==> src/verilog/rtc_irq_defs.svh <==
// Purpose: offsets, field positions, reset values of the rtc flag block
// Assumes: byte addresses are four times the register index
// Notes: definitions only
`ifndef RTC_IRQ_DEFS_SVH
`define RTC_IRQ_DEFS_SVH
`define IDX_EVT 8'h01
`define IDX_BAT 8'h02
`define IDX_IRQ_STAT 8'h03
`define IDX_IRQ_MASK 8'h04
`define BIT_WDA_FLAG 7
`define BIT_CTA_FLAG 6
`define BIT_CTB_FLAG 5
`define BIT_SEC_FLAG 4
`define BIT_ALM_FLAG 3
`define BIT_WDA_IE 2
`define BIT_CTA_IE 1
`define BIT_CTB_IE 0
`define PM_HI 7
`define PM_LO 5
`define BIT_BSW_FLAG 3
`define BIT_BLO_FLAG 2
`define BIT_BSW_IE 1
`define BIT_BLO_IE 0
`define RST_EVT 8'h00
`define RST_PM 3'h7
`define NUM_EVT 7
`endif

==> src/verilog/rtc_irq_pkg.sv <==
// Purpose: types of the rtc flag block
// Assumes: nothing
// Notes: event bundle carried as one packed struct
package rtc_irq_pkg;
   typedef struct packed {
      logic watchdog_a;
      logic countdown_a;
      logic countdown_b;
      logic second_tick;
      logic alarm;
      logic battery_switch;
      logic battery_low_lvl;
   } rtc_events_t;
   typedef enum logic [1:0] {ACC_IDLE, ACC_WAIT} acc_state_t;
endpackage
==> src/verilog/rtc_interrupt_flag_control.sv <==
// Purpose: interrupt flag and enable registers of a real-time clock
// Assumes: event inputs are one-cycle pulses, battery low is a level
// Notes: APB slave, one cycle wait state on each access
// How it works
// - watchdog flag bit7, cleared by reading
// - countdown B event sets bit5
// - second tick sets bit4
// - sticky flags clear only on host zero-write
// - bit2 enables watchdog interrupt
// - bit1 countdown A, bit0 countdown B enables
// - event register resets to zero
// - power field bits7-5, resets to 111
// - switchover sets battery flag bit3
// - battery low flag mirrors level, read-only
// - bit1 enables switchover interrupt
// - bit0 enables battery low interrupt
// - battery flags, enables reset zero
// - unused bits read zero
//
// Chosen here: register access over APB.
`include "rtc_irq_defs.svh"
module rtc_interrupt_flag_control (
   input wire logic pclk,
   input wire logic presetn,
   input wire logic psel,
   input wire logic penable,
   input wire logic pwrite,
   input wire logic [11:0] paddr,
   input wire logic [31:0] pwdata,
   input wire logic [3:0] pstrb,
   output logic [31:0] prdata,
   output logic pready,
   output logic pslverr,
   input wire rtc_irq_pkg::rtc_events_t events,
   output logic [2:0] power_management_select,
   output logic rtc_irq,
   output logic irq
);
   import rtc_irq_pkg::*;

   // ----------------------------------------
   // state and bus decode
   // ----------------------------------------
   logic [7:0] evt_r;
   logic [4:0] bat_r;
   logic [2:0] pm_r;
   logic [`NUM_EVT-1:0] ist_r, imask_r;
   acc_state_t st_r;
   logic [31:0] prdata_r;
   logic pready_r, pslverr_r, rtc_irq_r, irq_r;

   function automatic logic hit(input logic [11:0] a, input logic [7:0] idx);
      hit = (a[11:2] == {2'h0, idx}) && (a[1:0] == 2'h0);
   endfunction

   wire acc = psel && penable && (st_r == ACC_WAIT);
   wire wr = acc && pwrite && pstrb[0];
   wire rd = acc && !pwrite;
   wire sel_evt = hit(paddr, `IDX_EVT);
   wire sel_bat = hit(paddr, `IDX_BAT);
   wire sel_ist = hit(paddr, `IDX_IRQ_STAT);
   wire sel_msk = hit(paddr, `IDX_IRQ_MASK);
   wire mapped = sel_evt | sel_bat | sel_ist | sel_msk;
   wire [7:0] wd = pwdata[7:0];
   wire wr_evt = wr && sel_evt;
   wire wr_bat = wr && sel_bat;
   wire rd_evt = rd && sel_evt;

   // ----------------------------------------
   // event register: flags and timer enables
   // ----------------------------------------
   // sticky flags: host may only write zero; a same-cycle event wins
   wire [4:0] keep = wr_evt ? (evt_r[7:3] & {1'b1, wd[6:3]}) : evt_r[7:3];
   wire wda_keep = rd_evt ? 1'b0 : evt_r[`BIT_WDA_FLAG];
   wire [7:0] evt_nxt = {
      wda_keep | events.watchdog_a,
      keep[3] | events.countdown_a,
      keep[2] | events.countdown_b,
      keep[1] | events.second_tick,
      keep[0] | events.alarm,
      wr_evt ? wd[2:0] : evt_r[2:0]
   };
   // register reset to zero: every timer interrupt off
   always_ff @(posedge pclk or negedge presetn) begin
      if (!presetn) evt_r <= `RST_EVT;
      else evt_r <= evt_nxt;
   end

   // ----------------------------------------
   // battery register
   // ----------------------------------------
   // bat_r = {switch flag, low flag, switch ie, low ie, spare}
   wire bsw_nxt = (bat_r[4] & ~(wr_bat & ~wd[`BIT_BSW_FLAG])) | events.battery_switch;
   always_ff @(posedge pclk or negedge presetn) begin
      if (!presetn) begin
         bat_r <= 5'h00;
         pm_r <= `RST_PM;
      end else begin
         bat_r[4] <= bsw_nxt;
         bat_r[3] <= events.battery_low_lvl;
         bat_r[2] <= wr_bat ? wd[`BIT_BSW_IE] : bat_r[2];
         bat_r[1] <= wr_bat ? wd[`BIT_BLO_IE] : bat_r[1];
         bat_r[0] <= 1'b0;
         pm_r <= wr_bat ? wd[`PM_HI:`PM_LO] : pm_r;
      end
   end
   wire [7:0] bat_view = {pm_r, 1'b0, bat_r[4:1]};

   // ----------------------------------------
   // device interrupt from flags and enables
   // ----------------------------------------
   // watchdog flag has no disable path into the enable of second/alarm here
   wire rtc_irq_nxt = (evt_nxt[`BIT_WDA_FLAG] & evt_nxt[`BIT_WDA_IE])
      | (evt_nxt[`BIT_CTA_FLAG] & evt_nxt[`BIT_CTA_IE])
      | (evt_nxt[`BIT_CTB_FLAG] & evt_nxt[`BIT_CTB_IE])
      | (bsw_nxt & (wr_bat ? wd[`BIT_BSW_IE] : bat_r[2]))
      | (events.battery_low_lvl & (wr_bat ? wd[`BIT_BLO_IE] : bat_r[1]));

   // ----------------------------------------
   // sticky bus status, mask, interrupt line
   // ----------------------------------------
   wire [`NUM_EVT-1:0] ev_vec = events;
   wire [`NUM_EVT-1:0] ist_clr = (wr && sel_ist) ? pwdata[`NUM_EVT-1:0] : '0;
   wire [`NUM_EVT-1:0] ist_nxt = (ist_r & ~ist_clr) | ev_vec; // set beats clear
   wire [`NUM_EVT-1:0] imask_nxt = (wr && sel_msk) ? pwdata[`NUM_EVT-1:0] : imask_r;
   always_ff @(posedge pclk or negedge presetn) begin
      if (!presetn) begin
         ist_r <= '0;
         imask_r <= '0;
         rtc_irq_r <= 1'b0;
         irq_r <= 1'b0;
      end else begin
         ist_r <= ist_nxt;
         imask_r <= imask_nxt;
         rtc_irq_r <= rtc_irq_nxt;
         irq_r <= |(ist_nxt & imask_nxt);
      end
   end

   // ----------------------------------------
   // apb handshake and read data
   // ----------------------------------------
   // one wait cycle keeps pready registered
   wire [31:0] rd_mux = sel_evt ? {24'h0, evt_r} :
      sel_bat ? {24'h0, bat_view} :
      sel_ist ? {25'h0, ist_r} :
      sel_msk ? {25'h0, imask_r} : 32'h0;
   always_ff @(posedge pclk or negedge presetn) begin
      if (!presetn) begin
         st_r <= ACC_IDLE;
         pready_r <= 1'b0;
         pslverr_r <= 1'b0;
         prdata_r <= 32'h0;
      end else begin
         case (st_r)
            ACC_IDLE: begin
               pready_r <= 1'b0;
               pslverr_r <= 1'b0;
               if (psel && penable) begin
                  st_r <= ACC_WAIT;
                  pready_r <= 1'b1;
                  pslverr_r <= !mapped;
                  prdata_r <= pwrite ? 32'h0 : rd_mux;
               end
            end
            ACC_WAIT: begin
               st_r <= ACC_IDLE;
               pready_r <= 1'b0;
               pslverr_r <= 1'b0;
            end
            default: st_r <= ACC_IDLE;
         endcase
      end
   end

   assign prdata = prdata_r;
   assign pready = pready_r;
   assign pslverr = pslverr_r;
   assign rtc_irq = rtc_irq_r;
   assign irq = irq_r;
   assign power_management_select = pm_r;
endmodule // rtc_interrupt_flag_control

==> config.mk <==
export PLATFORM = sky130hd
export DESIGN_NAME = rtc_interrupt_flag_control
export DESIGN_NICKNAME = d
export VERILOG_FILES = /design/src/verilog/rtc_irq_pkg.sv /design/src/verilog/rtc_interrupt_flag_control.sv
export VERILOG_INCLUDE_DIRS = /design/src /design/src/verilog
export SDC_FILE = /design/constraint.sdc
export NUM_CORES = 1
export LEC_CHECK = 0
export ABC_AREA = 1
export BUFFER_PORTS_ARGS = -buffer_cell sky130_fd_sc_hd__clkbuf_2
export CAP_MARGIN = 20
export CORE_UTILIZATION = 30
export CTS_CLUSTER_SIZE = 30
export DETAILED_ROUTE_END_ITERATION = 10
export GPL_TIMING_DRIVEN = 0
export PLACE_DENSITY_LB_ADDON = 0.15
export SLEW_MARGIN = 20
export SYNTH_ARGS = -nofsm -noshare
export SYNTH_HDL_FRONTEND = slang
export SYNTH_SLANG_ARGS = --single-unit
==> constraint.sdc <==
create_clock -name pclk -period 1.51 [get_ports pclk]
set_clock_uncertainty 0.15 [all_clocks]
set_input_delay 0.151 -clock pclk [delete_from_list [all_inputs] [get_ports pclk]]
set_output_delay 0.151 -clock pclk [all_outputs]
set_load 0.02 [all_outputs]
==> summary.md, run 1 <==
| Metric | Value |
|---|---|
| Critical path's largest stage delay | 0.37 ns |
| Wire length of the first global-routing pass | 10.3 mm |
| Maximum number of pins on one net before global-route repair | 43 |
| Via count of the first global-routing pass | 2,043 |
| Number of flip-flops and latches in the synthesized netlist | 42 |
| Area of the multi-input gates | 1110 µm² |
| Status | complete, but fails checks |
| Final net count | 452 |
| Standard cell area after detailed placement | 2770 µm² |
| Number of I/O pins | 99 |
| Total gr overflow | 0 |
| CP max stage cell | sky130_fd_sc_hd__dfrtp_1 |
| Gate count after technology mapping | 291 |
| Storage element area | 1050 µm² |
| Nature of the critical path endpoint | register |
| Min Hold Slack | -0.0331 ns |
| Area of the die | 8070 µm² |
| Final count of negative-setup-slack endpoints | 4 |
| Number of routed nets with antenna violations | 0 |
| Required time worst endpoint | 1.55 ns |
| Violations in the final reports | negative hold slack, negative setup slack |
| Yosys cell types | 28 |
| N_diodes | 0 |
| Wirelength, routed | 5.96 mm |
| Filler Cell Count | 753 |
| Max-cap violations | 0 |
| Number of warnings printed during yosys synthesis | 0 |
| Final worst slack | -0.0940 ns |
| Peak Freq | 623 MHz |
| Total GRT Usage | 16.2% |
| Routed length per placed instance | 12.1 µm |
| Number of placement rows | 31 |
| Fraction of synthesis flops using an asynchronous set or reset pin | 100% |
| Average cell area after synthesis | 7.95 µm² |
| Most common library cells after synthesis | sky130_fd_sc_hd__nand2_1 (103), sky130_fd_sc_hd__dfrtp_1 (39), sky130_fd_sc_hd__nand3_1 (29) |
| Leak | 1.66 nW |
| Placement Setup Slack | -0.259 ns |
| Path class of the lowest-slack min-delay path | primary input to register |
| Most used standard cell by instance count after synthesis | sky130_fd_sc_hd__nand2_1 |
| Number of buffers inserted by port buffering | 47 |
| Cell mode on critical path | sky130_fd_sc_hd__nand2_1 |
| Clock insertion delay at the later pin of the skew report | 0.29 ns |
| DRC violations left | 0 |
| Per-cell via count in the routed design | 4.22 |
| Via count | 2,074 |
| Data arrival, critical path | 1.64 ns |
| Clock-pin slew on the worst setup and hold paths | 0.08 ns |
| Post-synth design cell area | 2310 µm² |
| Ratio of cells with drive above 1 in the final layout | 34.9% |
| Main area contributors after synthesis | sky130_fd_sc_hd__dfrtp_1 (42%), sky130_fd_sc_hd__nand2_1 (17%), sky130_fd_sc_hd__buf_4 (8.1%) |
| Peak supply drop | 0.516 mV |
| Top cell type's share of synthesized area | 42.2% |
| Post-DP HPWL | 4.41 mm |
| Number of flops mapped to enable cells by yosys | 0 |
| Count of TritonRoute iterations in the first routing pass | 4 |
| Sinks on the clock net | 42 |
| Final RePlAce weighted congestion | 0.795 |
| Most used flip-flop cell after synthesis | sky130_fd_sc_hd__dfrtp_1 |
| Relative slew slack | 36.2% |
| Setup slack of the worst register-to-register path | -0.09 ns |
| Final Cycle Share | 106% |
| CTS H-tree lvls | 2 |
| Root Buffer | sky130_fd_sc_hd__clkbuf_8 |
| Number of antenna violations at the first check in global routing | 0 |
| Shortest period the worst path allows | 1.60 ns |
| Category of the most critical setup path | register to register |
| Worst slew pin tran | 0.957 ns |
| Overall power | 2.18 mW |
| DRC marker count from the first detailed-route iteration | 96 |
| Startpoint type of the worst setup path | register |
| Floorplan die height | 89.8 µm |
| Initial Util | 31.4% |
| Final Hold Violating Endpoints | 2 |
| Critical path, cell by cell | nand3_2 -> nor2_4 -> buf_12 -> buf_8 -> nand4_1 -> nand2_1 -> nand2_1 -> nand2_1 -> nand2_1 -> nor2_1 -> nand2_1 |
| TritonCTS Buffers | 5 |
| Area Growth Syn to Fin | 39.1% |
| Fraction of the yosys area taken by sequential cells | 45.6% |
| Bufs on Longest Clock Path | 2 |
| CTS tree | yes |
| Post-route cell area | 3220 µm² |
| Worst Path Max Fanout | 6 |
| Most area-hungry cell type in the Yosys netlist | sky130_fd_sc_hd__dfrtp_1 |
| Setup repair after global routing missed its margin | yes |
| Core box area | 7370 µm² |
| Pwr Density | 676 nW/µm² |
| Die Wd | 89.8 µm |
| Final sum of negative setup slack | -0.222 ns |
| Number of max-slew violations in the final report | 0 |
sequential cells by signal (all words and copies together), names as in the netlist:
| name | cells |
|---|---|
| evt_r | 8 |
| pslverr | 1 |
| irq | 1 |
| ist_r | 7 |
| pready | 1 |
| rtc_irq | 1 |
| power_management_select | 3 |
| imask_r | 7 |
| st_r | 1 |
| bat_r | 4 |
| prdata | 8 |
placed cells by master (no fill, tap or decap), drive strengths merged:
master	synthesis	final
a21oi	2	2
a22o	2	2
buf	30	41
bufinv	0	1
clkbuf	0	53
clkinv	1	1
conb	1	24
dfrtp	39	39
dfstp	3	3
dlygate4sd3	0	14
inv	24	24
nand2	106	106
nand3	32	32
nand4	11	11
nor2	14	14
nor3	3	3
o21a	1	1
o21ai	14	14
o21bai	1	1
or2	7	7
worst max-delay path: cells and delay by family, from the launching register on:
family	cells	cell delay [ns]
DFF	1	0.37
buffers and inverters	2	0.27
and+or+nand+nor	9	0.70
where the power goes:
| group | total (mW) | switching [mW] | leakage, nW | internal [mW] |
|---|---|---|---|---|
| Sequential | 1.13 | 0.00209 | 0.477 | 1.13 |
| Combinational | 0.292 | 0.169 | 1.14 | 0.123 |
| Clock | 0.752 | 0.383 | 0.0482 | 0.369 |
layout make-up:
| class | instances | area share, % |
|---|---|---|
| Buffer | 30 | 7.31 |
| Clock buffer | 7 | 2.68 |
| Clock inverter | 1 | 0.156 |
| Inverter | 25 | 3.42 |
| Multi-Input combinational cell | 217 | 34.4 |
| Sequential cell | 42 | 32.8 |
| Tap cell | 99 | 3.85 |
| Timing Repair Buffer | 71 | 15.4 |
final timing paths:
path,depth (start not counted),endpoint,start
max,11,irq,st_r[0]
min,3,st_r[0],penable
max reg2reg,11,irq,st_r[0]
min reg2reg,2,prdata[2],prdata[2]
max in group asynchronous,2,prdata[6],presetn
min in group asynchronous,2,ist_r[2],presetn
logic make-up after synthesis:
family	Yosys count	share of synthesized area, %
simple gates	173	35.6
flops	42	45.6
buf+inv	55	13.8
other cells	1	0.162
compound gates	20	4.87
layer usage:
layer	vias up	GRT usage (%)	share of wire, %
met1	934	22.5	47
li1	1083	-	-
met3	7	3.30	4.9
met4	0	3.55	0.86
met5	-	0	0
met2	50	26.1	47
timing repair:
item	CTS	global route
hold endpoints to repair	60	0
setup endpoints to repair	12	15
resized for setup	15	20
setup buffers	5	4
cloned	1	0
hold buffers	15	0
pin swaps	8	6
through the flow:
step	std cells	hold slack (ns)	utilization, %
floorplan	314	-0.295	-
CTS	489	0.0163	42.3
global placement	460	0.180	37.6
finish	492	-0.0331	43.7
global route	492	0.00397	43.7
detailed placement	460	0.182	37.6
Note: power is estimated with default switching activity, not from simulation.
==> run 2, diff against run 1 <==
--- a/config.mk
+++ b/config.mk
@@ -8,12 +8,13 @@
 export LEC_CHECK = 0
 export ABC_AREA = 1
 export BUFFER_PORTS_ARGS = -buffer_cell sky130_fd_sc_hd__clkbuf_2
-export CAP_MARGIN = 20
+export CAP_MARGIN = 10
 export CORE_UTILIZATION = 30
 export CTS_CLUSTER_SIZE = 30
 export DETAILED_ROUTE_END_ITERATION = 10
 export GPL_TIMING_DRIVEN = 0
 export PLACE_DENSITY_LB_ADDON = 0.15
+export SETUP_SLACK_MARGIN = 0.2
 export SLEW_MARGIN = 20
 export SYNTH_ARGS = -nofsm -noshare
 export SYNTH_HDL_FRONTEND = slang
==> summary.md, run 2 (same netlist as run 1, synthesis figures left out) <==
| Metric | Value |
|---|---|
| Status | complete, but fails checks |
| Violations in the final reports | negative hold slack, negative setup slack |
| Internal cell power | 1.97 mW (+21%) |
| Setup repair after global routing missed its margin | yes |
| Final worst slack | -0.160 ns (-0.0659 ns) |
| Number of buffers added to fix hold violations after cts | 13 (-2) |
| Final Cycle Share | 111% (+4.4 points) |
| Most frequent cells in the layout | sky130_fd_sc_hd__nand2_1 (89), sky130_fd_sc_hd__clkbuf_2 (43), sky130_fd_sc_hd__dfrtp_1 (39) |
| Setup slack of the worst register-to-register path | -0.16 ns (-0.07 ns) |
| Power share of the sequential group | 44.5% (-7.5 points) |
| N_diodes | 0 (unchanged) |
| Bufs on Longest Clock Path | 2 (unchanged) |
| Pwr Density | 732 nW/µm² (+8.2%) |
| TritonCTS Buffers | 5 (unchanged) |
| Category of the most critical setup path | register to register |
| Maximum number of pins on one net before global-route repair | 43 (unchanged) |
| Post-DP HPWL | 4.36 mm (-1.1%) |
| Peak supply drop | 0.409 mV (-21%) |
| Most common cell after layout, fill and taps aside | sky130_fd_sc_hd__nand2_1 |
| Number of buffers inserted by port buffering | 47 (unchanged) |
| Number of max-slew violations in the final report | 0 (unchanged) |
| Startpoint type of the worst setup path | register |
| Number of I/O pins | 99 (unchanged) |
| Number of routed nets with antenna violations | 0 (unchanged) |
| Initial Util | 31.4% (unchanged) |
| Floorplan die height | 89.8 µm (unchanged) |
| Net switching component of the power | 0.579 mW (+4.6%) |
| Final sum of negative setup slack | -1.39 ns (-1.17 ns) |
| Max-cap violations | 0 (unchanged) |
| Area Growth Syn to Fin | 50.2% |
| Via count of the first global-routing pass | 2,114 (+3.5%) |
| Worst slew pin tran | 0.949 ns (-0.00758 ns) |
| CP max stage cell | sky130_fd_sc_hd__dfrtp_1 |
| Endpoint of the most critical register-to-register path | prdata[5] |
| Worst r2r src | st_r[0] |
| Critical path, cell by cell | buf_4 -> buf_6 -> buf_6 -> buf_6 -> nor2_4 -> inv_4 -> nor2_4 -> nand3_2 -> nand2_2 |
| Core box area | 7370 µm² (unchanged) |
| Final RePlAce weighted congestion | 0.778 (-2.1%) |
| Clock-pin slew on the worst setup and hold paths | 0.09 ns (about the same) |
| Worst Path Max Fanout | 8 (+2) |
| Number of placement rows | 31 (unchanged) |
| Number of placed instances with taps included | 460 (unchanged) |
| Ratio of cells with drive above 1 in the final layout | 41.4% (+6.5 points) |
| Path class of the lowest-slack min-delay path | primary input to async pin |
| DRC marker count from the first detailed-route iteration | 65 (-32%) |
| Nature of the critical path endpoint | register |
| Wirelength, routed | 6.38 mm (+7.1%) |
| Area of the die | 8070 µm² (unchanged) |
| Final cell count without fillers | 505 (+2.6%) |
| Portion of total power attributed to the clock network | 43.4% (+8.8 points) |
| Count of TritonRoute iterations in the first routing pass | 4 (unchanged) |
| Die Wd | 89.8 µm (unchanged) |
| Comb power frac | 12.1% (-1.3 points) |
| Final Hold Violating Endpoints | 39 (+37) |
| Final net count | 465 (+2.9%) |
| Data arrival, critical path | 1.76 ns (+0.12 ns) |
| Root Buffer | sky130_fd_sc_hd__clkbuf_8 |
| Sinks on the clock net | 42 (unchanged) |
| Shortest period the worst path allows | 1.67 ns (+0.0659 ns) |
| CTS tree | yes |
| Per-cell via count in the routed design | 4.34 (+2.9%) |
| Switching Fraction | 22.8% (-2.7 points) |
| Critical path's largest stage delay | 0.41 ns (+0.04 ns) |
| Peak Freq | 599 MHz (-3.9%) |
| Routed length per placed instance | 12.6 µm (+4.3%) |
| Relative slew slack | 36.7% (+0.51 points) |
| Number of antenna violations at the first check in global routing | 0 (unchanged) |
| DRC violations left | 0 (unchanged) |
| Leak | 1.77 nW (+6.7%) |
| CTS H-tree lvls | 2 (unchanged) |
| Total GRT Usage | 17.0% (+0.78 points) |
| Min Hold Slack | -0.154 ns (-0.121 ns) |
| Via count | 2,191 (+5.6%) |
| Final count of negative-setup-slack endpoints | 13 (+9) |
| Cell count of the worst reg-to-reg path | 9 (-2) |
| Cell mode on critical path | sky130_fd_sc_hd__buf_6 |
| Required time worst endpoint | 1.60 ns (+0.05 ns) |
| Wire length of the first global-routing pass | 10.8 mm (+4.9%) |
| Clock insertion delay at the later pin of the skew report | 0.30 ns (about the same) |
| Total gr overflow | 0 (unchanged) |
-- run 2: changes by cell type in the layout (fill, tap and decap cells not counted), moves of 2 or more --
cell,delta
sky130_fd_sc_hd__buf_4,+6
sky130_fd_sc_hd__o21ai_1,-4
sky130_fd_sc_hd__clkbuf_2,-3
sky130_fd_sc_hd__o21ai_2,+6
sky130_fd_sc_hd__nand2_2,+6
sky130_fd_sc_hd__bufinv_16,+2
sky130_fd_sc_hd__nand2_4,+2
sky130_fd_sc_hd__buf_6,+8
sky130_fd_sc_hd__nand2_1,-8
sky130_fd_sc_hd__buf_8,+3
sky130_fd_sc_hd__o21ai_0,-2
-- run 2: routing by layer --
metal  vias up  track usage, %  wire length [µm]
met3         8            2.88               304
met2        56            27.2              3010
met5         -               0                 0
li1       1119               -                 -
met4         0            4.51                59
met1      1008            23.7              3010
-- run 2: critical path: cells and delay by family (launching register included) --
kind	cells	cell delay [ns]
and+or+nand+nor	4	0.53
DFF	1	0.41
buffers and inverters	5	0.51
-- run 2: final cells by class --
class | instances | area [µm²]
flip-flops and latches | 42 | 1050
clock buffers | 6 | 82.6
multi-input cells | 218 | 1200
repair buffers | 83 | 622
plain buffers | 30 | 235
clock inverters | 2 | 60.1
fillers | 769 | 3890
inverters | 25 | 98.8
well taps | 99 | 124
-- run 2: metrics by stage --
| step | util [%] | cell area, µm² | total power [mW] | worst slack [ns] | hold WS, ns |
|---|---|---|---|---|---|
| floorplan | - | 2420 | 1.31 | 0.0193 | -0.295 |
| global placement | 37.7 | 2780 | 1.40 | -0.338 | 0.183 |
| detailed placement | 37.7 | 2780 | 1.40 | -0.352 | 0.185 |
| CTS | 44.8 | 3300 | 2.57 | -0.0829 | -0.0687 |
| global route | 47.2 | 3480 | 2.66 | -0.252 | -0.0836 |
| finish | 47.2 | 3480 | 2.54 | -0.160 | -0.154 |
-- run 2: timing repair --
action                                 4_1_cts  5_1_grt
resized for setup                           35       35
buffers inserted                            15        7
cloned                                       1        1
setup endpoints to repair                   41       42
pin swaps                                   18       11
endpoints found under the hold margin       59       39
-- run 2: power by group through the flow --
| stage | Sequential (mW) | Combinational (mW) | Clock [mW] |
|---|---|---|---|
| floorplan | 1.16 | 0.148 | 0 |
| global placement | 1.15 | 0.248 | 0 |
| detailed placement | 1.15 | 0.249 | 0 |
| CTS | 1.13 | 0.300 | 1.13 |
| global route | 1.13 | 0.338 | 1.19 |
| finish | 1.13 | 0.309 | 1.10 |
-- run 2: how the worst max path moves through the flow --
stage	from	cells after the start	end	slack, ns
6_report	st_r[0]	9	prdata[5]	-0.16
5_1_grt	st_r[0]	10	rtc_irq	-0.25
4_1_cts	st_r[0]	11	irq	-0.08
3_5_place_dp	paddr[5]	11	rtc_irq	-0.35
3_3_place_gp	paddr[5]	11	rtc_irq	-0.34
2_1_floorplan	st_r[0]	10	irq	0.02
==> run 3, diff against run 2 <==
--- a/config.mk
+++ b/config.mk
@@ -14,6 +14,7 @@
 export DETAILED_ROUTE_END_ITERATION = 10
 export GPL_TIMING_DRIVEN = 0
 export PLACE_DENSITY_LB_ADDON = 0.15
+export RECOVER_POWER = 50
 export SETUP_SLACK_MARGIN = 0.2
 export SLEW_MARGIN = 20
 export SYNTH_ARGS = -nofsm -noshare
==> constraint.sdc (replaced) <==
create_clock -name pclk -period 2.17 [get_ports pclk]
set_clock_uncertainty 0.15 [all_clocks]
set_input_delay 0.217 -clock pclk [delete_from_list [all_inputs] [get_ports pclk]]
set_output_delay 0.217 -clock pclk [all_outputs]
set_load 0.02 [all_outputs]
==> summary.md, run 3 (same netlist as run 1, synthesis figures left out) <==
| Metric | Value |
|---|---|
| Status | complete, but fails checks |
| Violations in the final reports | negative hold slack |
| Post-DP HPWL | 4.44 mm (+1.8%) |
| TritonCTS Buffers | 5 (unchanged) |
| Core box area | 7370 µm² (unchanged) |
| Bufs on Longest Clock Path | 2 (unchanged) |
| Per-cell via count in the routed design | 4.36 (+0.54%) |
| Detail Route met2 WL | 2.67 mm (-11%) |
| Total gr overflow | 0 (unchanged) |
| Data arrival, critical path | 1.84 ns (+0.08 ns) |
| Min Hold Slack | -0.000623 ns (+0.154 ns) |
| Total GRT Usage | 16.1% (-0.87 points) |
| Number of antenna violations at the first check in global routing | 0 (unchanged) |
| Final Hold Violating Endpoints | 1 (-97%) |
| Final RePlAce weighted congestion | 0.789 (+1.4%) |
| Area of the die | 8070 µm² (unchanged) |
| Most common cell after layout, fill and taps aside | sky130_fd_sc_hd__nand2_1 |
| Peak supply drop | 0.460 mV (+13%) |
| Buffers inserted during post-CTS setup optimization | 0 (-15) |
| Floorplan die height | 89.8 µm (unchanged) |
| Via count | 2,072 (-5.4%) |
| Top routing layer used | met4 |
| Wire length of the first global-routing pass | 10.2 mm (-5.6%) |
| CTS tree | yes |
| Die Wd | 89.8 µm (unchanged) |
| Pwr Density | 540 nW/µm² (-26%) |
| Routed length per placed instance | 12.5 µm (-1.2%) |
| Net switching component of the power | 0.390 mW (-33%) |
| Startpoint type of the worst setup path | register |
| Worst slew pin tran | 1.07 ns (+0.116 ns) |
| Via count of the first global-routing pass | 2,038 (-3.6%) |
| Number of I/O pins | 99 (unchanged) |
| Relative slew slack | 29.0% (-7.7 points) |
| Final net count | 435 (-6.5%) |
| Initial Util | 31.4% (unchanged) |
| Leak | 1.55 nW (-13%) |
| N_diodes | 0 (unchanged) |
| Wirelength, routed | 5.93 mm (-7.1%) |
| Cell mode on critical path | sky130_fd_sc_hd__nand2_1 |
| CTS H-tree lvls | 2 (unchanged) |
| DRC violations left | 0 (unchanged) |
| Final worst slack | 0.370 ns (+0.530 ns) |
| CP max stage cell | sky130_fd_sc_hd__dfrtp_1 |
| Switching Fraction | 24.6% (+1.9 points) |
| Count of TritonRoute iterations in the first routing pass | 5 (+1) |
| Filler Cell Count | 796 (+3.5%) |
| Final Cycle Share | 83.0% (-28 points) |
| Portion of total power attributed to the clock network | 38.9% (-4.5 points) |
| Shortest period the worst path allows | 1.80 ns (+0.130 ns) |
| Overall power | 1.58 mW (-38%) |
| Final sum of negative setup slack | 0 ns (+1.39 ns) |
| Critical path, cell by cell | nand3_1 -> nor2_4 -> nand3_2 -> inv_1 -> nand2_1 -> nand3_1 -> nand2_1 -> nor2_1 -> nand2_1 |
| Clock insertion delay at the later pin of the skew report | 0.30 ns (about the same) |
| Final cell count without fillers | 475 (-5.9%) |
| Category of the most critical setup path | register to register |
| Comb power frac | 11.3% (-0.8 points) |
| Power share of the sequential group | 49.8% (+5.3 points) |
| Number of placement rows | 31 (unchanged) |
| Final count of negative-setup-slack endpoints | 0 (-13) |
| Placement Setup Slack | 0.203 ns (+0.555 ns) |
| Number of buffers inserted by port buffering | 47 (unchanged) |
| Peak Freq | 556 MHz (-7.2%) |
| Clock-pin slew on the worst setup and hold paths | 0.08 ns (about the same) |
| Length of routed wiring on met1 | 2.89 mm (-4.0%) |
| Root Buffer | sky130_fd_sc_hd__clkbuf_8 |
| Number of max-slew violations in the final report | 0 (unchanged) |
| Sinks on the clock net | 42 (unchanged) |
| Number of placed instances with taps included | 460 (unchanged) |
| Maximum number of pins on one net before global-route repair | 43 (unchanged) |
| Most frequent cells in the layout | sky130_fd_sc_hd__nand2_1 (103), sky130_fd_sc_hd__clkbuf_2 (41), sky130_fd_sc_hd__dfrtp_1 (39) |
| Area Growth Syn to Fin | 26.8% |
| Internal cell power | 1.19 mW (-39%) |
| Length of routed met3 wiring | 340 µm (+12%) |
| Setup repair after global routing missed its margin | no |
| Required time worst endpoint | 2.21 ns (+0.61 ns) |
| DRC marker count from the first detailed-route iteration | 148 (+130%) |
| Max-cap violations | 0 (unchanged) |
| Nature of the critical path endpoint | register |
| Critical path's largest stage delay | 0.38 ns (-0.03 ns) |
| Ratio of cells with drive above 1 in the final layout | 26.6% (-15 points) |
| Path class of the lowest-slack min-delay path | primary input to register |
| Worst Path Max Fanout | 8 (unchanged) |
| Number of routed nets with antenna violations | 0 (unchanged) |
-- run 3: cell count changes in the layout (fill, tap and decap cells not counted), sizes merged --
cell	delta
dlygate4sd3	-6
nand3	-1
clkinv	+3
buf	-28
clkbuf	+4
inv	-1
bufinv	-1
-- run 3: layout make-up --
type / instances / area, µm² / area share (%)
flip-flops and latches: 42 / 1050 / 36.0
multi-input cells: 217 / 1030 / 35.0
repair buffers: 54 / 298 / 10.2
plain buffers: 30 / 228 / 7.76
well taps: 99 / 124 / 4.22
inverters: 25 / 93.8 / 3.20
clock buffers: 5 / 68.8 / 2.35
clock inverters: 3 / 40.0 / 1.37
-- run 3: worst max-delay path, delay by kind of cell (launching register included) --
family | cells | cell delay, ns
and+or+nand+nor | 8 | 0.94
DFF | 1 | 0.38
buffers and inverters | 1 | 0.22
-- run 3: metrics by stage --
| stage | cell area [µm²] | utilization (%) | hold slack (ns) |
|---|---|---|---|
| detailed placement | 2760 | 37.4 | 0.247 |
| finish | 2930 | 39.8 | -0.000623 |
| CTS | 2940 | 39.9 | 0.000722 |
| floorplan | 2400 | - | -0.229 |
| global route | 2930 | 39.8 | 0.0150 |
| global placement | 2760 | 37.4 | 0.241 |
-- run 3: timing repair --
item,in CTS,in global routing
endpoints found under the hold margin,20,0
hold buffers,7,0
endpoints found under the setup margin,0,1
gates resized for setup,0,1
-- run 3: path summary, 6_finish.rpt --
kind / endpoint / from / depth (start not counted) / slack (ns)
worst min-delay path: bat_r[4] / events[1] / 3 / -0.0006
worst max register to register: rtc_irq / st_r[0] / 9 / 0.37
min in group asynchronous: ist_r[2] / presetn / 2 / 0.49
worst max-delay path: rtc_irq / st_r[0] / 9 / 0.37
max in group asynchronous: prdata[1] / presetn / 2 / 0.72
worst min register to register: st_r[0] / st_r[0] / 1 / 0.31
-- run 3: metal layers --
| metal | up-vias | track usage, % |
|---|---|---|
| li1 | 1052 | - |
| met1 | 952 | 22.2 |
| met2 | 66 | 25.9 |
| met3 | 2 | 3.21 |
| met4 | 0 | 4.10 |
| met5 | - | 0 |
-- run 3: power by group through the flow --
stage	registers, mW	logic, mW	clock network, mW
6_report	0.788	0.179	0.616
5_1_grt	0.788	0.197	0.672
4_1_cts	0.788	0.181	0.637
3_5_place_dp	0.803	0.171	0
3_3_place_gp	0.803	0.170	0
2_1_floorplan	0.806	0.101	0
